### src/shared/bsg_pkg.sv
// shared constants and carriers for the burst signal prescale gate
package bsg_pkg;

  // ----------------------------------------------------------------
  // prescaler
  // ----------------------------------------------------------------
  localparam int          PRESCALE_DIV   = 64;
  localparam int          PRESCALE_W     = $clog2(PRESCALE_DIV);
  localparam logic [5:0]  PRESCALE_LAST  = 6'h3f;
  localparam logic [5:0]  PRESCALE_RST   = 6'h00;

  // ----------------------------------------------------------------
  // detector and reset values
  // ----------------------------------------------------------------
  localparam int          LEVEL_W        = 8;
  localparam logic [7:0]  THRESHOLD_DEF  = 8'h40;
  localparam logic        LOWSIG_RST     = 1'b1;
  localparam logic        CONT_RST       = 1'b0;

  // pins that arrive from outside the clock domain
  typedef struct packed {
    logic sig;
    logic gate_n;
    logic sel;
  } bsg_pins_t;

  // status toward the measurement logic and processor
  typedef struct packed {
    logic sig_out;
    logic a_inhibit;
    logic cont_low;
  } bsg_stat_t;

endpackage

### src/core/bsg_gate.sv
// channel qualifier: prescaler, low-signal latch, continuous-signal latch
`timescale 1ns/100ps
`default_nettype none

module bsg_gate #(
  parameter int               LEVEL_W   = bsg_pkg::LEVEL_W,
  parameter logic [LEVEL_W-1:0] THRESHOLD = bsg_pkg::THRESHOLD_DEF
) (
  // clock and reset
  input  wire logic                ref_clk,
  input  wire logic                srst,
  // pins from the amplifier, gate generator and processor
  input  wire bsg_pkg::bsg_pins_t  pins,
  // detector sample, already on ref_clk
  input  wire logic [LEVEL_W-1:0]  det_level,
  // outputs to measurement logic and processor
  output bsg_pkg::bsg_stat_t       stat
);

  // ----------------------------------------------------------------
  // pin synchronisers
  // ----------------------------------------------------------------
  bsg_pkg::bsg_pins_t sync1;
  bsg_pkg::bsg_pins_t sync2;
  logic               sig_prev;
  logic               gate_prev;

  always_ff @(posedge ref_clk) begin
    if (srst) begin
      // idle pin levels, so no false gate start follows reset
      sync1     <= '{sig: 1'b0, gate_n: 1'b1, sel: 1'b0};
      sync2     <= '{sig: 1'b0, gate_n: 1'b1, sel: 1'b0};
      sig_prev  <= 1'b0;
      gate_prev <= 1'b1;
    end else begin
      sync1     <= pins;
      sync2     <= sync1;
      sig_prev  <= sync2.sig;
      gate_prev <= sync2.gate_n;
    end
  end

  logic sig_rise;
  logic gate_open;
  logic gate_start;
  logic sel;

  assign sig_rise   = sync2.sig && !sig_prev;
  // gate line is active low; its inversion marks the open period
  assign gate_open  = !sync2.gate_n;
  assign gate_start = gate_prev && !sync2.gate_n;
  assign sel        = sync2.sel;

  // ----------------------------------------------------------------
  // prescaler
  // ----------------------------------------------------------------
  logic pre_out;
  logic pre_edge;

  bsg_prescale #(
    .DIV_W (bsg_pkg::PRESCALE_W)
  ) u_pre (
    .ref_clk  (ref_clk),
    .srst     (srst),
    .sig_rise (sig_rise),
    .pre_out  (pre_out),
    .pre_edge (pre_edge)
  );

  // ----------------------------------------------------------------
  // comparator
  // ----------------------------------------------------------------
  logic below;
  assign below = (det_level < THRESHOLD);

  // ----------------------------------------------------------------
  // latches and output stage
  // ----------------------------------------------------------------
  logic lowsig;
  logic cont_low;
  logic sig_out;
  logic a_inhibit;
  logic next_lowsig;
  logic next_cont_low;
  logic next_sig_out;
  logic next_a_inhibit;
  logic blocked;

  // force is combinational so a deselect closes the gate without waiting for an edge
  assign blocked = lowsig || !sel;

  always_comb begin
    next_lowsig    = lowsig;
    next_cont_low  = cont_low;
    if (!sel) begin
      next_lowsig = 1'b1;
    end else if (pre_edge) begin
      next_lowsig = !(!below);
    end
    if (gate_start) begin
      next_cont_low = 1'b0;
    end
    // set beats the clear when both land together
    if (gate_open && below) begin
      next_cont_low = 1'b1;
    end
    next_sig_out   = pre_out && !blocked;
    next_a_inhibit = sel;
  end

  always_ff @(posedge ref_clk) begin
    if (srst) begin
      lowsig    <= bsg_pkg::LOWSIG_RST;
      cont_low  <= bsg_pkg::CONT_RST;
      sig_out   <= 1'b0;
      a_inhibit <= 1'b0;
    end else begin
      lowsig    <= next_lowsig;
      cont_low  <= next_cont_low;
      sig_out   <= next_sig_out;
      a_inhibit <= next_a_inhibit;
    end
  end

  assign stat.sig_out   = sig_out;
  assign stat.a_inhibit = a_inhibit;
  assign stat.cont_low  = cont_low;
endmodule
`default_nettype wire

### src/core/bsg_prescale.sv
// divide-by-64 prescaler for the synchronised channel signal
`timescale 1ns/100ps
`default_nettype none

module bsg_prescale #(
  parameter int DIV_W = bsg_pkg::PRESCALE_W
) (
  // clock and reset
  input  wire logic             ref_clk,
  input  wire logic             srst,
  // signal
  input  wire logic             sig_rise,
  output logic                  pre_out,
  output logic                  pre_edge
);

  logic [DIV_W-1:0] cnt;
  logic [DIV_W-1:0] next_cnt;

  // ----------------------------------------------------------------
  // counter
  // ----------------------------------------------------------------
  always_comb begin
    next_cnt = cnt;
    if (sig_rise) begin
      next_cnt = cnt + DIV_W'(1);
    end
  end

  always_ff @(posedge ref_clk) begin
    if (srst) begin
      cnt <= DIV_W'(bsg_pkg::PRESCALE_RST);
    end else begin
      cnt <= next_cnt;
    end
  end

  // msb gives a square wave at one sixty-fourth of the input rate
  assign pre_out  = cnt[DIV_W-1];
  assign pre_edge = sig_rise && (cnt == DIV_W'(bsg_pkg::PRESCALE_LAST));
endmodule
`default_nettype wire

### config.mk
export PLATFORM = sky130hd
export DESIGN_NAME = bsg_gate
export DESIGN_NICKNAME = d
export VERILOG_FILES = /design/src/shared/bsg_pkg.sv /design/src/core/bsg_gate.sv /design/src/core/bsg_prescale.sv
export SDC_FILE = /design/constraint.sdc
export NUM_CORES = 1
export LEC_CHECK = 0
export BUFFER_PORTS_ARGS = -buffer_cell sky130_fd_sc_hd__buf_2
export CAP_MARGIN = 20
export CORE_MARGIN = 2
export CORE_UTILIZATION = 40
export DETAILED_ROUTE_END_ITERATION = 7
export SLEW_MARGIN = 40
export SYNTH_ARGS = -nofsm -noshare
export SYNTH_HDL_FRONTEND = slang
export SYNTH_SLANG_ARGS = --single-unit
### constraint.sdc
create_clock -name ref_clk -period 2.2 [get_ports ref_clk]
set_clock_uncertainty 0.1 [all_clocks]
set_input_delay 0.44 -clock ref_clk [delete_from_list [all_inputs] [get_ports ref_clk]]
set_output_delay 0.44 -clock ref_clk [all_outputs]
set_load 0.01 [all_outputs]
==> metrics.txt <==
vias in the first global route 389; Setup violations, final 0; Iteration-0 DRC Markers 3; multiplexer share of the synthesized area 3.250%; PwrDens 766.2 nW/µm²; Final Hold Vio Count 0; initial antenna violation count 0; adder-cell share of the synthesized area 1.912%; layout cell share with drive strength beyond 1 25.00%; worst min-delay path category input port to flop; Setup CP Type flop to flop; Mean Syn Cell Area 10.39 µm²; post-synth top area cell dfxtp_1; multi-input logic area 264.0 µm²; hold slack 227.5 ps; Synth Cell Area 654.4 µm²; RSZ-0062 raised after global routing false; area of the core 1524 µm²; min cycle time layout 1442 ps; TritonRoute pass-1 iters 2; antenna viol nets, final 0; critical path endpoint category flop; register clock-pin slew on the reported worst setup and hold paths 100 ps; main combinational cell family by area after synthesis simple AND/OR/NAND/NOR gates; CTS buffer count 3; maximum fanout along the worst path 5; CP startpoint kind flop; antenna fix cells 0; Setup TNS 0 ps; register area 360.3 µm²; vias per cell 4.773; Resize count post-CTS 0; most frequent cells in the layout 18 x dfxtp_1, 9 x buf_2, 6 x nor2b_1; dominant cells by area after synthesis dfxtp_1 55%, nor2b_1 5.7%, buf_4 3.4%; pin count of the biggest net entering global routing 18; post-synth top area share 55.07%; Post-DP HPWL 623.4 µm; Initial Util 42.94%; final WL 887 µm; Global Route Usage Sum 11.15%; Power Total 0.0005589 W; number of synthesized register bits 18; # rows 14; postcts setup bufs 0; Syn. warnings 0; Root Driver clkbuf_4; Tightest Pin Transition 278.3 ps; placed cells 84; final-layout fill cell count 148; leading cell type in the layout, fill and taps excluded dfxtp_1; post-synthesis compound-gate area fraction 4.589%; first-pass GRT wire length 1566 µm; input/output buffers 9; simple-gate share of the synthesized area 27.92%; Post-Syn Nets 77; outcome complete, no violations; clk_lat worst skew 290 ps; die width 44.45 µm; Yosys cell types 25; fin crit share 65.54%; xor/xnor share of the synthesized area 2.677%; crit path DAT 1580 ps; GR Overflow Total 0; FMAX 693.5 MHz; # nets final 87; Pins Over Slew Limit 0; Syn Inst Count 63; Leakage Power 0.3240 nW; total clock sinks 18; buffer depth of the longest clock path 2; Avg WL per Cell 10.08 µm; Max VDD drop 424.1 µV; Vias 420; TritonCTS clock tree done; die area 1975 µm²; # DRC 0; Layout area overhead 11.47%; Max transition margin 81.45%; H-tree levels 1; GP Congestion 0.6785; number of top-level pins 16; hold buffer count at CTS 0; register area share after synthesis 55.07%; Max-Cap Viols 0; fin cells 88; DIE HEIGHT 44.45 µm; Crit path required time 2340 ps
## synth_stat cells
library cell,number
clkbuf_1,1
and2b_1,1
o21ai_0,3
xnor2_1,1
xor2_1,1
mux2_2,1
nor2b_1,6
nor3b_1,1
nand4b_1,1
buf_4,3
a21oi_1,3
nand3b_4,1
ha_1,1
or2_2,3
inv_1,1
nand2_1,1
dfxtp_1,18
nor3_1,1
nand4_1,2
nand3_1,2
or3_1,2
or4_1,1
nand2b_1,2
mux2i_1,1
nor2_1,5
## stage by stage
stage | worst slack (ps) | util, % | instance area, µm²
after floorplan | 848.3 | - | 654.4
after global placement | 782.8 | 45.48 | 693.2
after detailed placement | 763.6 | 45.48 | 693.2
after CTS | 745.3 | 47.87 | 729.5
after global routing | 700.0 | 47.87 | 729.5
final | 758.0 | 47.87 | 729.5
## state kept, by name, summed over array words and instances (netlist names)
name	count
sync2	2
sig_out	1
next_a_inhibit	1
lowsig	1
gate_prev	1
u_pre.cnt	6
cont_low	1
a_inhibit	1
sync1	3
sig_prev	1
## per-layer routing
layer	track usage (%)	share of wire [%]
met1	13.28	50
met2	17.06	45
met3	6.122	4.2
met4	3.636	0
met5	0	0
## critical path, cell delays in order, from the launching register on
cell and delay [ps]:
dfxtp_1 400, ha_1 220, nand3b_4 110, or4_1 480, nand3_1 90
## logic make-up (layout without fill, tap and decap cells)
| kind of cell | after synthesis | in the layout |
|---|---|---|
| buffers and inverters | 5 | 14 |
| adder cells (fa/ha/maj) | 1 | 1 |
| AND/OR/NAND/NOR | 29 | 29 |
| multiplexers | 2 | 2 |
| AO/OA/AOI/OAI | 6 | 6 |
| flip-flops | 18 | 18 |
| XOR/XNOR | 2 | 2 |
## path summary, 6_finish.rpt
| check | depth (start not counted) | slack (ps) | from | endpoint |
|---|---|---|---|---|
| setup reg to reg | 4 | 760 | u_pre.cnt[0] | lowsig |
| hold reg to reg | 1 | 320 | sync1[1] | sync2[1] |
| hold / removal | 2 | 230 | pins[1] | sync1[1] |
| setup / recovery | 4 | 760 | u_pre.cnt[0] | lowsig |
## where the power goes
part | internal (W) | switching, W
Clock | 0.000101 | 0.0000974
Sequential | 0.000334 | 0.00000437
Combinational | 0.0000121 | 0.0000102
## final cells by class
type	instances	area share (%)
flip-flops and latches	18	49.40
repair buffers	9	6.175
clock buffers	4	4.974
well taps	16	2.744
inverters	1	0.5146
multi-input cells	40	36.19
Power figures use the tool's default switching activity.
